## config.mk

```make
export PLATFORM = sky130hd
export DESIGN_NAME = supply_wd_supervisor
export DESIGN_NICKNAME = d
export VERILOG_FILES = /design/src/verilog/supervisor_pkg.sv /design/src/verilog/supply_wd_supervisor.sv /design/src/verilog/wd_timer.sv
export VERILOG_INCLUDE_DIRS = /design/src /design/src/verilog
export SDC_FILE = /design/constraint.sdc
export NUM_CORES = 1
export LEC_CHECK = 0
export BUFFER_PORTS_ARGS = -buffer_cell sky130_fd_sc_hd__buf_2
export CAP_MARGIN = 0
export CORE_MARGIN = 1.5
export CORE_UTILIZATION = 45
export CTS_CLUSTER_SIZE = 28
export DETAILED_ROUTE_END_ITERATION = 8
export GPL_ROUTABILITY_DRIVEN = 0
export GPL_TIMING_DRIVEN = 0
export MAX_ROUTING_LAYER = met4
export PLACE_DENSITY = 0.69
export SYNTH_ARGS = -nofsm -noshare
export SYNTH_HDL_FRONTEND = slang
export SYNTH_SLANG_ARGS = --single-unit
```

## constraint.sdc

```tcl
create_clock -name clock_i -period 4 [get_ports clock_i]
set_clock_uncertainty 0.15 [all_clocks]
set_input_delay 0.4 -clock clock_i [delete_from_list [all_inputs] [get_ports clock_i]]
set_output_delay 0.4 -clock clock_i [all_outputs]
set_load 0.01 [all_outputs]
```

## src/verilog/supervisor_consts.svh

```systemverilog
// reset values and timing counts of the supply and watchdog supervisor
`ifndef SUPERVISOR_CONSTS_SVH
`define SUPERVISOR_CONSTS_SVH

`define CLK_PERIOD_NS 5
// watchdog prescaler tick and periods
`define WD_TICK_NS 1000
`define WD_TICK_CYCLES ((`WD_TICK_NS + `CLK_PERIOD_NS - 1) / `CLK_PERIOD_NS)
`define WD_SHORT_MS 50
`define WD_LONG_MS 200
`define WD_SHORT_TICKS (`WD_SHORT_MS * 1000000 / `WD_TICK_NS)
`define WD_LONG_TICKS (`WD_LONG_MS * 1000000 / `WD_TICK_NS)
// pump flag hold-off after a supply or thermal fault
`define RECOVERY_NS 64000
`define RECOVERY_CYCLES ((`RECOVERY_NS + `CLK_PERIOD_NS - 1) / `CLK_PERIOD_NS)
// pump charge timeout after reset, no figure known
`define PUMP_CHARGE_CYCLES 4000
// control reset values
`define TOGGLE_RST 1'h0
`define PERIOD_SEL_RST 1'h0
`define HIGH_SEL_RST 1'h0
`define UNLOCK_RST 1'h0
`define WD_OFF_RST 1'h0
// measurement counter width
`define MEAS_W 12
// progress field codes
`define PROG_Q0 2'h0
`define PROG_Q1 2'h1
`define PROG_Q2 2'h2
`define PROG_Q3 2'h3

`endif

```

## src/verilog/supervisor_pkg.sv

```systemverilog
// types shared by the supply and watchdog supervisor
`include "supervisor_consts.svh"
package supervisor_pkg;
  typedef enum logic [1:0] {
    FS_NONE = 2'h0,
    FS_WAIT_CLEAR = 2'h1,
    FS_WAIT_ONE = 2'h2,
    FS_WAIT_ZERO = 2'h3
  } fs_state_type;
  typedef enum logic [2:0] {
    M_IDLE = 3'h0,
    M_ON = 3'h1,
    M_RISE = 3'h2,
    M_OFF = 3'h3,
    M_FALL = 3'h4
  } meas_state_type;
  typedef logic [`MEAS_W-1:0] meas_type;
endpackage

```

## src/verilog/supply_wd_supervisor.sv

```systemverilog
// supply fault latching, switching delay report and timeout watchdog
//
// Functional notes
// - battery low-off latches gates off; logic keeps state
// - battery low sets supply, battery and pump flags
// - battery low clears on status clear above low-on
// - battery above chosen high level: gates off, pump stops
// - high sets flags; pump restarts below on; clear frees gates
// - forced discharge uses static discharge setting
// - logic reset holds all logic reset, gates off
// - pump low: discharge for cross conduction time, then off
// - pump low sets pump, supply and global error flags
// - pump flags clear with pump good, after recovery delay
// - pump low reported after charge timeout from reset
// - delays and edge times of active or pwm gate
// - mask time first in motor mode reports mask as on delay
// - cross conduction first reports it, or generator mode
// - period chosen by period select bit
// - runs from reset; toggle starts 0; inversion restarts
// - failure on timeout or same toggle value
// - failure latches failsafe, controls default, gates off
// - exit: clear, toggle 1, toggle 0, in period, nothing else
// - progress field gives quarter of the period
// - short period timeout keeps progress field
// - disable: unlock then off frame; off 0 re-enables
`timescale 1ns/100ps
`include "supervisor_consts.svh"
module supply_wd_supervisor #(
  parameter int RECOVERY_CYCLES = `RECOVERY_CYCLES,
  parameter int PUMP_CHARGE_CYCLES = `PUMP_CHARGE_CYCLES,
  parameter int WD_TICK_CYCLES = `WD_TICK_CYCLES,
  parameter int WD_SHORT_TICKS = `WD_SHORT_TICKS,
  parameter int WD_LONG_TICKS = `WD_LONG_TICKS
) (
  // clock and logic supply reset
  input wire logic clock_i,
  input wire logic reset_n_i,
  // supply comparators, asynchronous
  input wire logic battery_below_low_off_i,
  input wire logic battery_above_low_on_i,
  input wire logic battery_above_high1_i,
  input wire logic battery_above_high2_i,
  input wire logic battery_below_high_on_i,
  input wire logic pump_below_level_i,
  input wire logic thermal_shutdown_i,
  // decoded frames from the serial interface
  input wire logic frame_end_i,
  input wire logic frame_clear_status_i,
  input wire logic frame_write_one_i,
  input wire logic frame_write_two_i,
  input wire logic wd_toggle_bit_i,
  input wire logic wd_period_select_i,
  input wire logic battery_high_level_select_i,
  input wire logic unlock_i,
  input wire logic wd_off_bit_i,
  // switching measurement
  input wire logic generator_detect_enable_i,
  input wire logic active_cmd_i,
  input wire logic pwm_cmd_i,
  input wire logic out_low_cross_i,
  input wire logic out_high_cross_i,
  input wire supervisor_pkg::meas_type ds_mask_time_i,
  input wire supervisor_pkg::meas_type cross_conduction_time_i,
  // fault flags
  output logic supply_error_flag_o,
  output logic battery_low_flag_o,
  output logic battery_high_flag_o,
  output logic pump_low_flag_o,
  output logic global_error_flag_o,
  // gate and pump control
  output logic bridge_enable_o,
  output logic static_discharge_o,
  output logic driver_off_o,
  output logic pump_enable_o,
  // control readback
  output logic wd_toggle_bit_o,
  output logic wd_period_select_o,
  output logic battery_high_level_select_o,
  output logic wd_off_bit_o,
  // watchdog status
  output logic failsafe_flag_o,
  output logic [1:0] wd_progress_field_o,
  // measured times
  output supervisor_pkg::meas_type ton_delay_o,
  output supervisor_pkg::meas_type toff_delay_o,
  output supervisor_pkg::meas_type rise_time_o,
  output supervisor_pkg::meas_type fall_time_o,
  output logic generator_mode_o
);
  import supervisor_pkg::*;

  localparam int NS = 9;
  localparam int RW = $clog2(RECOVERY_CYCLES + 1);
  localparam int SW = $clog2(PUMP_CHARGE_CYCLES + 1);

  logic [NS-1:0] raw;
  logic [NS-1:0] sync1;
  logic [NS-1:0] sync2;
  logic s_uv_off, s_uv_on, s_ov1, s_ov2, s_ov_on, s_pump, s_tsd, s_lo, s_hi;
  logic uv_set, ov_set, pump_set, clear;
  logic next_battery_low, next_battery_high, next_pump_low;
  logic [RW-1:0] rec_cnt;
  logic [SW-1:0] start_cnt;
  logic start_done;
  logic pump_stop;
  meas_type dis_cnt;
  logic supply_off;
  logic unlock;
  logic wd_timeout;
  logic trig_wr, trig_ok, trig_bad, wd_fail, wd_restart;
  fs_state_type fs_state;
  logic seq_step;
  meas_state_type m_state;
  meas_type m_cnt;
  logic cmd, cmd_d, lo_d, hi_d;

  // two-stage synchronisers for comparator inputs
  assign raw = {battery_below_low_off_i, battery_above_low_on_i, battery_above_high1_i,
                battery_above_high2_i, battery_below_high_on_i, pump_below_level_i,
                thermal_shutdown_i, out_low_cross_i, out_high_cross_i};
  for (genvar i = 0; i < NS; i++) begin : g_sync
    always_ff @(posedge clock_i) begin
      if (!reset_n_i) begin
        sync1[i] <= 1'b0;
        sync2[i] <= 1'b0;
      end else begin
        sync1[i] <= raw[i];
        sync2[i] <= sync1[i];
      end
    end
  end
  assign {s_uv_off, s_uv_on, s_ov1, s_ov2, s_ov_on, s_pump, s_tsd, s_lo, s_hi} = sync2;

  // fault conditions
  assign clear = frame_end_i && frame_clear_status_i;
  assign uv_set = s_uv_off;
  assign ov_set = battery_high_level_select_o ? s_ov2 : s_ov1;
  assign pump_set = (s_pump && start_done) || uv_set || ov_set || s_tsd;

  // next flag values, set wins over clear
  always_comb begin
    next_battery_low = battery_low_flag_o;
    next_battery_high = battery_high_flag_o;
    next_pump_low = pump_low_flag_o;
    if (uv_set) begin
      next_battery_low = 1'b1;
    end else if (clear && s_uv_on) begin
      next_battery_low = 1'b0;
    end
    if (ov_set) begin
      next_battery_high = 1'b1;
    end else if (clear && s_ov_on) begin
      next_battery_high = 1'b0;
    end
    if (pump_set) begin
      next_pump_low = 1'b1;
    end else if (clear && !s_pump && rec_cnt == '0) begin
      next_pump_low = 1'b0;
    end
  end

  // latched fault flags
  always_ff @(posedge clock_i) begin
    if (!reset_n_i) begin
      battery_low_flag_o <= 1'b0;
      battery_high_flag_o <= 1'b0;
      pump_low_flag_o <= 1'b0;
      supply_error_flag_o <= 1'b0;
      global_error_flag_o <= 1'b0;
    end else begin
      battery_low_flag_o <= next_battery_low;
      battery_high_flag_o <= next_battery_high;
      pump_low_flag_o <= next_pump_low;
      if (pump_set) begin
        supply_error_flag_o <= 1'b1;
        global_error_flag_o <= 1'b1;
      end else if (clear) begin
        supply_error_flag_o <= next_battery_low || next_battery_high || next_pump_low;
        global_error_flag_o <= next_pump_low;
      end
    end
  end

  // pump flag hold-off after supply or thermal fault
  always_ff @(posedge clock_i) begin
    if (!reset_n_i) begin
      rec_cnt <= '0;
    end else if (uv_set || ov_set || s_tsd) begin
      rec_cnt <= RW'(RECOVERY_CYCLES);
    end else if (rec_cnt != '0) begin
      rec_cnt <= rec_cnt - 1'b1;
    end
  end

  // pump charge window after reset
  always_ff @(posedge clock_i) begin
    if (!reset_n_i) begin
      start_cnt <= '0;
    end else if (!start_done) begin
      start_cnt <= start_cnt + 1'b1;
    end
  end
  assign start_done = (start_cnt == SW'(PUMP_CHARGE_CYCLES));

  // pump stop on high battery, restart below on level
  always_ff @(posedge clock_i) begin
    if (!reset_n_i) begin
      pump_stop <= 1'b0;
    end else if (ov_set) begin
      pump_stop <= 1'b1;
    end else if (s_ov_on) begin
      pump_stop <= 1'b0;
    end
  end

  // discharge window when the pump collapses
  always_ff @(posedge clock_i) begin
    if (!reset_n_i) begin
      dis_cnt <= '0;
    end else if (next_pump_low && !pump_low_flag_o) begin
      dis_cnt <= cross_conduction_time_i;
    end else if (dis_cnt != '0) begin
      dis_cnt <= dis_cnt - 1'b1;
    end
  end

  // gate and pump drive
  assign supply_off = battery_low_flag_o || battery_high_flag_o || s_tsd || failsafe_flag_o;
  always_ff @(posedge clock_i) begin
    if (!reset_n_i) begin
      bridge_enable_o <= 1'b0;
      static_discharge_o <= 1'b0;
      driver_off_o <= 1'b1;
      pump_enable_o <= 1'b0;
    end else begin
      bridge_enable_o <= !(supply_off || pump_low_flag_o);
      static_discharge_o <= supply_off || (pump_low_flag_o && dis_cnt != '0);
      driver_off_o <= pump_low_flag_o && dis_cnt == '0 && !supply_off;
      pump_enable_o <= !(pump_stop || s_uv_off || s_tsd);
    end
  end

  // watchdog trigger checks
  assign trig_wr = frame_end_i && frame_write_one_i && !failsafe_flag_o && !wd_off_bit_o;
  assign trig_ok = trig_wr && (wd_toggle_bit_i != wd_toggle_bit_o);
  assign trig_bad = trig_wr && (wd_toggle_bit_i == wd_toggle_bit_o);
  assign wd_fail = (wd_timeout && !failsafe_flag_o) || trig_bad;
  // a timeout restarts the timer itself; restarting here would wipe the frozen field
  assign wd_restart = trig_ok || trig_bad || seq_step;

  // control bits, held at defaults in failsafe
  always_ff @(posedge clock_i) begin
    if (!reset_n_i || wd_fail || failsafe_flag_o) begin
      wd_toggle_bit_o <= `TOGGLE_RST;
      wd_period_select_o <= `PERIOD_SEL_RST;
      battery_high_level_select_o <= `HIGH_SEL_RST;
    end else if (frame_end_i && frame_write_one_i) begin
      wd_toggle_bit_o <= wd_toggle_bit_i;
      wd_period_select_o <= wd_period_select_i;
      battery_high_level_select_o <= battery_high_level_select_i;
    end
  end

  // guarded watchdog disable
  always_ff @(posedge clock_i) begin
    if (!reset_n_i || wd_fail || failsafe_flag_o) begin
      unlock <= `UNLOCK_RST;
      wd_off_bit_o <= `WD_OFF_RST;
    end else if (frame_end_i) begin
      unlock <= frame_write_one_i && unlock_i;
      if (frame_write_two_i && !wd_off_bit_i) begin
        wd_off_bit_o <= 1'b0;
      end else if (frame_write_two_i && unlock) begin
        wd_off_bit_o <= 1'b1;
      end
    end
  end

  // failsafe exit sequence
  always_comb begin
    seq_step = 1'b0;
    if (frame_end_i && fs_state != FS_NONE) begin
      seq_step = frame_clear_status_i
                 || (fs_state == FS_WAIT_ONE && frame_write_one_i && wd_toggle_bit_i)
                 || (fs_state == FS_WAIT_ZERO && frame_write_one_i && !wd_toggle_bit_i);
    end
  end

  always_ff @(posedge clock_i) begin
    if (!reset_n_i) begin
      fs_state <= FS_NONE;
      failsafe_flag_o <= 1'b0;
    end else begin
      case (fs_state)
        FS_NONE: begin
          if (wd_fail) begin
            fs_state <= FS_WAIT_CLEAR;
            failsafe_flag_o <= 1'b1;
          end
        end
        default: begin
          if (wd_timeout) begin
            fs_state <= FS_WAIT_CLEAR;
          end else if (frame_end_i && frame_clear_status_i) begin
            fs_state <= FS_WAIT_ONE;
          end else if (frame_end_i && !seq_step) begin
            fs_state <= FS_WAIT_CLEAR;
          end else if (seq_step && fs_state == FS_WAIT_ONE) begin
            fs_state <= FS_WAIT_ZERO;
          end else if (seq_step && fs_state == FS_WAIT_ZERO) begin
            fs_state <= FS_NONE;
            failsafe_flag_o <= 1'b0;
          end
        end
      endcase
    end
  end

  // watchdog period counter
  wd_timer #(
    .TICK_CYCLES(WD_TICK_CYCLES),
    .SHORT_TICKS(WD_SHORT_TICKS),
    .LONG_TICKS(WD_LONG_TICKS)
  ) u_wd_timer (
    .clock_i(clock_i),
    .reset_n_i(reset_n_i),
    .run_i(!wd_off_bit_o),
    .restart_i(wd_restart),
    .long_i(wd_period_select_o),
    .timeout_o(wd_timeout),
    .progress_o(wd_progress_field_o)
  );

  // switching measurement on the selected gate
  assign cmd = generator_detect_enable_i ? active_cmd_i : pwm_cmd_i;
  always_ff @(posedge clock_i) begin
    if (!reset_n_i) begin
      cmd_d <= 1'b0;
      lo_d <= 1'b0;
      hi_d <= 1'b0;
    end else begin
      cmd_d <= cmd;
      lo_d <= s_lo;
      hi_d <= s_hi;
    end
  end

  always_ff @(posedge clock_i) begin
    if (!reset_n_i) begin
      m_state <= M_IDLE;
      m_cnt <= '0;
      ton_delay_o <= '0;
      toff_delay_o <= '0;
      rise_time_o <= '0;
      fall_time_o <= '0;
      generator_mode_o <= 1'b0;
    end else if (cmd && !cmd_d) begin
      m_state <= M_ON;
      m_cnt <= '0;
    end else if (!cmd && cmd_d) begin
      m_state <= M_OFF;
      m_cnt <= '0;
    end else begin
      if (m_cnt != '1) begin
        m_cnt <= m_cnt + 1'b1;
      end
      case (m_state)
        M_ON: begin
          if (s_lo && !lo_d) begin
            ton_delay_o <= m_cnt;
            m_state <= M_RISE;
            m_cnt <= '0;
          end else if (m_cnt >= ds_mask_time_i && !generator_mode_o) begin
            ton_delay_o <= ds_mask_time_i;
            m_state <= M_IDLE;
          end
        end
        M_RISE: begin
          if (s_hi && !hi_d) begin
            rise_time_o <= m_cnt;
            m_state <= M_IDLE;
          end
        end
        M_OFF: begin
          if (!s_hi && hi_d) begin
            toff_delay_o <= m_cnt;
            generator_mode_o <= 1'b0;
            m_state <= M_FALL;
            m_cnt <= '0;
          end else if (m_cnt >= cross_conduction_time_i) begin
            if (generator_detect_enable_i) begin
              generator_mode_o <= 1'b1;
            end else begin
              toff_delay_o <= cross_conduction_time_i;
            end
            m_state <= M_IDLE;
          end
        end
        M_FALL: begin
          if (!s_lo && lo_d) begin
            fall_time_o <= m_cnt;
            m_state <= M_IDLE;
          end
        end
        default: begin
          m_state <= M_IDLE;
        end
      endcase
    end
  end
endmodule

```

## src/verilog/wd_timer.sv

```systemverilog
// watchdog prescaler, period counter and progress field
`timescale 1ns/100ps
`include "supervisor_consts.svh"
module wd_timer #(
  parameter int TICK_CYCLES = `WD_TICK_CYCLES,
  parameter int SHORT_TICKS = `WD_SHORT_TICKS,
  parameter int LONG_TICKS = `WD_LONG_TICKS
) (
  // clock and reset
  input wire logic clock_i,
  input wire logic reset_n_i,
  // control
  input wire logic run_i,
  input wire logic restart_i,
  input wire logic long_i,
  // status
  output logic timeout_o,
  output logic [1:0] progress_o
);
  localparam int CW = $clog2(LONG_TICKS + 1);
  localparam int PW = $clog2(TICK_CYCLES + 1);
  logic [PW-1:0] pre;
  logic tick;
  logic [CW-1:0] count;
  logic [CW-1:0] period;
  logic [CW+1:0] c4;
  logic [CW+1:0] p1;
  logic [1:0] quarter;
  logic hold;
  logic expire;

  // prescaler gives one tick per fixed number of clocks
  always_ff @(posedge clock_i) begin
    if (!reset_n_i || !run_i || restart_i) begin
      pre <= '0;
      tick <= 1'b0;
    end else if (pre == PW'(TICK_CYCLES - 1)) begin
      pre <= '0;
      tick <= 1'b1;
    end else begin
      pre <= pre + 1'b1;
      tick <= 1'b0;
    end
  end

  // period choice and end of period
  assign period = long_i ? CW'(LONG_TICKS) : CW'(SHORT_TICKS);
  assign expire = run_i && !restart_i && tick && (count == period - 1'b1);

  // tick counter, restarted by a trigger
  always_ff @(posedge clock_i) begin
    if (!reset_n_i || !run_i || restart_i || expire) begin
      count <= '0;
    end else if (tick) begin
      count <= count + 1'b1;
    end
  end

  always_ff @(posedge clock_i) begin
    if (!reset_n_i) begin
      timeout_o <= 1'b0;
    end else begin
      timeout_o <= expire;
    end
  end

  // quarter of the period reached
  assign c4 = {count, 2'h0};
  assign p1 = {2'h0, period};
  always_comb begin
    if (c4 >= p1 + (p1 << 1)) begin
      quarter = `PROG_Q3;
    end else if (c4 >= (p1 << 1)) begin
      quarter = `PROG_Q2;
    end else if (c4 >= p1) begin
      quarter = `PROG_Q1;
    end else begin
      quarter = `PROG_Q0;
    end
  end

  // short period timeout leaves the field standing
  always_ff @(posedge clock_i) begin
    if (!reset_n_i || restart_i || long_i) begin
      hold <= 1'b0;
    end else if (expire) begin
      hold <= 1'b1;
    end
  end

  always_ff @(posedge clock_i) begin
    if (!reset_n_i) begin
      progress_o <= `PROG_Q0;
    end else if (!(hold || (expire && !long_i))) begin
      progress_o <= quarter;
    end
  end
endmodule

```

==> results of run 1 <==
logic make-up after synthesis:
| logic type | count (synthesis) | synth area share |
|---|---|---|
| AOI/OAI and AO/OA | 162 | 0.128 |
| DFF | 172 | 0.403 |
| adders and majority gates | 53 | 0.0776 |
| muxes | 42 | 0.0495 |
| and+or+nand+nor | 397 | 0.236 |
| buffers and inverters | 101 | 0.0483 |
| xor gates and xnor gates | 56 | 0.0574 |
cell usage after synthesis (all sizes together), types with 12 or more instances:
cell type	count	share of area
and2	23	0.017
a211oi	16	0.015
nand2	73	0.032
buf	13	0.0097
nand4	16	0.012
inv	53	0.023
xor2	32	0.033
ha	53	0.078
a311oi	13	0.013
clkbuf	34	0.015
nor3	27	0.016
nor2b	26	0.019
xnor2	24	0.025
nor2	126	0.055
o21ai	17	0.010
a21oi	61	0.036
nand3	38	0.022
mux2i	40	0.047
a21boi	12	0.011
dfxtp	172	0.40
cells in the final DEF, fill, tap and decap left out, drive strengths merged, types with 9 or more instances in the layout:
cell type / instances
dfxtp: 172
nor2: 126
buf: 123
nand2: 73
a21oi: 61
inv: 61
ha: 53
clkbuf: 52
mux2i: 40
nand3: 38
xor2: 32
nor3: 27
nor2b: 26
xnor2: 24
and2: 23
o21ai: 17
nand4: 16
a211oi: 16
a311oi: 13
a21boi: 12
nand2b: 9
nor4: 9
layout make-up:
| class | instances | share of cell area |
|---|---|---|
| Buffer | 47 | 0.0210 |
| Clock buffer | 18 | 0.0438 |
| Clock inverter | 14 | 0.0200 |
| Inverter | 54 | 0.0202 |
| Multi-Input combinational cell | 710 | 0.468 |
| Sequential cell | 172 | 0.343 |
| Tap cell | 234 | 0.0292 |
| Timing Repair Buffer | 110 | 0.0549 |
state kept, by name, summed over array words and instances, names as in the netlist, 2 cells and up:
register               cells
rec_cnt                   14
fs_state                   2
ton_delay_o               12
dis_cnt                   12
fall_time_o               12
u_wd_timer.count          18
u_wd_timer.progress_o      2
u_wd_timer.pre             8
rise_time_o               12
m_cnt                     12
sync1                      9
toff_delay_o              12
m_state                    3
start_cnt                 12
metal layers:
layer	vias up	GRT usage	wire, µm
li1	3698	-	-
met1	3394	0.307	10500
met2	171	0.337	9300
met3	34	0.0442	967
met4	0	0.0773	402
met5	-	-	0
worst reg2reg max path: stages, from the launching register on:
cell and delay (ps):
dfxtp_1 690, inv_1 370, ha_1 460, nor4bb_1 360, nand4_1 250, o41a_1 430
o221a_2 280
worst paths after layout:
kind,from,to,slack [ps],depth (start not counted)
min,out_low_cross_i,sync1[1],10,2
max,wd_period_select_o,u_wd_timer.progress_o[1],900,6
max reg2reg,wd_period_select_o,u_wd_timer.progress_o[1],900,6
min reg2reg,sync1[7],s_uv_on,280,1
power by group:
group | switching [mW] | internal (mW) | total [mW]
clock | 0.762 | 1.03 | 1.79
sequential | 0.136 | 1.86 | 2.00
combinational | 0.576 | 0.455 | 1.03
through the flow:
stage	hold slack, ps	power (mW)	cells	instance area [µm²]	setup slack, ps
after global routing	9.66	5.08	1359	10000	625
after detailed placement	273	3.05	1327	9390	887
after floorplan	251	2.82	983	8550	1400
after global placement	267	3.03	1327	9390	886
after CTS	0.341	4.84	1359	10000	882
final	13.9	4.82	1359	10000	896
==> results by group, run 1 <==
Run status
  • Status: complete, no violations

Synth
  • Syn Std Cell Area: 8550 µm²
  • Mapped Nets: 1083
  • Synth Instances: 983
  • Fraction of registers with async set/reset: 0
  • Synth Register Bits: 172
  • Average size of a mapped cell: 8.69 µm²
  • Synth unique cells: 71
  • Ys flop type: dfxtp_1
  • Synth Warn #: 0
  • Register area share after synthesis: 0.403
  • EDFF count, synth: 0

Die
  • I/O pin cnt: 112
  • Die footprint: 19800 µm²
  • Core Rows: 50
  • DIE WIDTH: 141 µm
  • Core Box Area: 18600 µm²
  • Starting density of the core: 0.458
  • Die Y: 141 µm

Route
  • Post-route ant nets: 0
  • DRT iter0 DRCs: 442
  • DRC Markers: 0
  • Vias: 7297
  • Via density: 5.37
  • First drt pass iteration count: 5
  • Routed WL: 21200 µm
  • Wire per inst: 15.6 µm

Setup path
  • Worst Path Required: 4170 ps
  • Crit-path cells: inv_1, ha_1, nor4bb_1, nand4_1, o41a_1, o221a_2
  • Critical path class: flip-flop to flip-flop
  • Family with the most delay on the worst path: compound AO/OA/AOI/OAI gates
  • Critical Path AT: 3280 ps
  • Slowest cell on crit path: dfxtp_1
  • CP endpoint kind: flip-flop
  • CP Buf/Inv Count: 1
  • Critical path's largest stage delay: 690 ps
  • Worst-path maximum fanout: 15
  • Startpoint Class: flip-flop

STA
  • Max frequency: 0.322 GHz
  • Final min period: 3100 ps
  • Fin. Hold Viols: 0
  • Final period util: 0.776
  • Max-slew violations: 0
  • Setup TNS: 0 ps
  • RSZ-0062 raised after global routing: no
  • Max-slew headroom: 0.309
  • Slew @ Worst Pin: 1010 ps
  • Setup violators final: 0

Finish
  • Area Overhead vs Synth: 17.4%
  • Share of cells above drive strength 1: 0.154
  • Ant. Diodes: 0
  • Register area: 3440 µm²
  • Post-layout util: 0.538
  • Final #Nets: 1212
  • Area of the multi-input gates: 4690 µm²
  • Fill cells: 1725

CTS
  • TritonCTS clock tree: done
  • Root buf cell: clkbuf_16
  • Hold_buf cts: 0
  • Clock Latency Late Sink: 430 ps
  • Clk pin slew, worst setup/hold paths: 70 ps
  • CTS Buf Count: 17
  • CTS resizes: 0
  • Max H-tree Level: 4
  • Post-CTS setup buffer count: 0
  • CTS Sinks: 172
  • Max Buffers Root-to-Sink: 2

Global route
  • First-pass GRT wire length: 35000 µm
  • Grt ovf: 0
  • Largest net degree at the start of global routing: 18
  • GRT Overall Usage: 0.226
  • Vias in the first global route: 7026
  • Number of antenna violations at the first check in global routing: 0

Min path
  • Tightest Hold Check Type: input pin to flip-flop

Pwr
  • Leak: 4.26 nW
  • VDD IR max: 0.349 mV
  • Power per Cell Area: 481 nW/µm²

Flow run
  • Max Cap Viol: 0

Placed design
  • Dpl hpwl: 15700 µm
  • I/O Buffers: 110
No activity file was read; power rests on OpenSTA's default activity.
==> run 2, diff against run 1 <==
--- a/config.mk
+++ b/config.mk
@@ -15,7 +15,7 @@
 export GPL_ROUTABILITY_DRIVEN = 0
 export GPL_TIMING_DRIVEN = 0
 export MAX_ROUTING_LAYER = met4
-export PLACE_DENSITY = 0.69
+export PLACE_DENSITY = 0.71
 export SYNTH_ARGS = -nofsm -noshare
 export SYNTH_HDL_FRONTEND = slang
 export SYNTH_SLANG_ARGS = --single-unit
==> constraint.sdc (replaced) <==
create_clock -name clock_i -period 2.6 [get_ports clock_i]
set_clock_uncertainty 0.15 [all_clocks]
set_input_delay 0.26 -clock clock_i [delete_from_list [all_inputs] [get_ports clock_i]]
set_output_delay 0.26 -clock clock_i [all_outputs]
set_load 0.01 [all_outputs]
==> run 2 against run 1 <==
Effect of this change: global-route usage hardly changed; core utilization grew 1.8 points; final cell count grew 2.6%; sequential cell count stayed put; clock power up 38%; sequential share of layout area shrank 1.0 points; total power rose by 49%; worst hold slack better by 1.4 ps; count of clock-buffer cells in the layout grew 1; register-to-register slack lost 780 ps; critical path depth rose by 3; critical path type unchanged; critical endpoint is now u_wd_timer.progress_o[0].
==> results by group, run 2 (synthesis gave the netlist of run 1 again) <==
Min path
  • Hold Path Stages: 3
  • Tightest Hold Check Type: input pin to flip-flop

Pwr
  • VDD IR max: 0.512 mV
  • Switching Fraction: 0.319
  • Logic pwr share: 0.230
  • Flop pwr share: 0.426
  • Pint: 4.89 mW
  • Power per Cell Area: 694 nW/µm²
  • Clock share of power: 0.343
  • Leak: 4.39 nW
  • Psw: 2.30 mW

CTS
  • CTS Buf Count: 17
  • Clk pin slew, worst setup/hold paths: 70 ps
  • Clock Latency Late Sink: 440 ps
  • Max Buffers Root-to-Sink: 2
  • TritonCTS clock tree: done
  • Max H-tree Level: 4
  • CTS Sinks: 172
  • Root buf cell: clkbuf_16

Global route
  • Vias in the first global route: 6983
  • Grt ovf: 0
  • First-pass GRT wire length: 34800 µm
  • Largest net degree at the start of global routing: 18
  • GRT Overall Usage: 0.227
  • Number of antenna violations at the first check in global routing: 0

Die
  • Starting density of the core: 0.458
  • DIE WIDTH: 141 µm
  • Die Y: 141 µm
  • I/O pin cnt: 112
  • Die footprint: 19800 µm²
  • Core Box Area: 18600 µm²
  • Core Rows: 50

Finish
  • Final instance area: 10400 µm²
  • Area Overhead vs Synth: 21.2%
  • Biggest regs: u_wd_timer.count x18, rec_cnt x14
  • Most frequent cells in the layout: 168 x dfxtp_1, 126 x nor2_1, 116 x buf_2, 72 x nand2_1, 61 x a21oi_1
  • Fill cells: 1698
  • Share of cells above drive strength 1: 0.165
  • Final #Nets: 1247
  • Register with the most flip-flops: u_wd_timer.count
  • Ant. Diodes: 0
  • Max FFs per register: 18
  • Commonest non-fill, non-tap cell in the layout: dfxtp_1
  • Non-filler cells, final: 1394

Setup path
  • CP endpoint kind: flip-flop
  • FF-to-FF path depth: 9
  • CP Buf/Inv Count: 3
  • Critical path class: flip-flop to flip-flop
  • Worst-path maximum fanout: 6
  • Critical path's largest stage delay: 370 ps
  • Slowest cell on crit path: dfxtp_4
  • Crit. path cell count: 9
  • Startpoint Class: flip-flop
  • Worst Path Required: 2780 ps
  • Crit-path cells: clkinvlp_4, buf_1, buf_4, ha_1, nor3_1, a221oi_1, o211ai_1, a21oi_1, o221a_2
  • Critical Path AT: 2660 ps
  • Family with the most delay on the worst path: compound AO/OA/AOI/OAI gates

Placed design
  • Area after DPL: 9390 µm²
  • Dpl hpwl: 15700 µm
  • I/O Buffers: 110
  • Placed insts: 1327
  • Place WS: -270 ps

Run status
  • Status: complete, no violations

Route
  • Via density: 5.39
  • Post-route ant nets: 0
  • First drt pass iteration count: 5
  • Wire per inst: 15.5 µm
  • DRT iter0 DRCs: 440
  • Vias: 7509
  • DRC Markers: 0
  • Routed WL: 21700 µm

STA
  • Setup WS post-layout: 114 ps
  • Final min period: 2490 ps
  • Slew @ Worst Pin: 752 ps
  • Setup TNS: 0 ps
  • Max frequency: 0.402 GHz
  • Setup violators final: 0
  • Final period util: 0.956
  • RSZ-0062 raised after global routing: yes
  • Max-slew headroom: 0.494
  • Max-slew violations: 0
  • Hold WS: 15.3 ps
  • Fin. Hold Viols: 0

Flow run
  • Max Cap Viol: 0
-- run 2: cell types whose count changed in the layout (fill, tap and decap cells not counted), moves of 3 or more --
| cell | before | now |
|---|---|---|
| dfxtp_2 | 0 | 3 |
| dfxtp_1 | 172 | 168 |
| buf_4 | 3 | 7 |
| bufinv_16 | 3 | 0 |
| dlygate4sd3_1 | 0 | 29 |
-- run 2: area by class of cell --
type | count | area [µm²] | area share
timing repair buffer | 145 | 882 | 0.0852
clock inverter | 13 | 123 | 0.0118
inverter | 54 | 206 | 0.0199
sequential | 172 | 3450 | 0.333
clock buffer | 19 | 443 | 0.0428
buffer | 47 | 218 | 0.0210
multi-input combinational | 710 | 4740 | 0.458
tap | 234 | 293 | 0.0283
-- run 2: final timing paths --
check                     startpoint                          end  slack, ps
setup / recovery  wd_period_select_o     u_wd_timer.progress_o[0]        110
hold / removal     frame_write_one_i  battery_high_level_select_o         20
setup reg to reg  wd_period_select_o     u_wd_timer.progress_o[0]        110
hold reg to reg             sync1[7]                      s_uv_on        290
-- run 2: timing repair --
action | CTS | global route
pin swaps | 1 | 3
hold endpoints to repair | 26 | 0
resized for setup | 12 | 7
hold buffers | 29 | 0
setup buffers | 4 | 2
setup endpoints to repair | 25 | 34
-- run 2: power groups by stage --
| stage | clock network, mW | registers [mW] | logic, mW |
|---|---|---|---|
| 5_1_grt | 2.62 | 3.10 | 1.88 |
| 3_3_place_gp | 0 | 3.12 | 1.56 |
| 4_1_cts | 2.49 | 3.06 | 1.65 |
| 2_1_floorplan | 0 | 3.09 | 1.26 |
| 6_report | 2.47 | 3.06 | 1.66 |
| 3_5_place_dp | 0 | 3.12 | 1.59 |
-- run 2: routing by layer --
metal  GRT usage  up-vias  share of wire
met5           -        -              0
met4      0.0729        0          0.016
met3      0.0448       26          0.054
met2       0.347      190           0.46
met1       0.302     3513           0.47
li1            -     3780              -
-- run 2: worst min-delay path, stage by stage --
cell,delay [ps]
buf_2,140
nand3_1,90
a21oi_1,60
-- run 2: through the flow --
step,power (mW),utilization
after floorplan,4.34,-
after CTS,7.21,0.553
after detailed placement,4.72,0.504
after global placement,4.67,0.504
final,7.19,0.556
after global routing,7.60,0.556
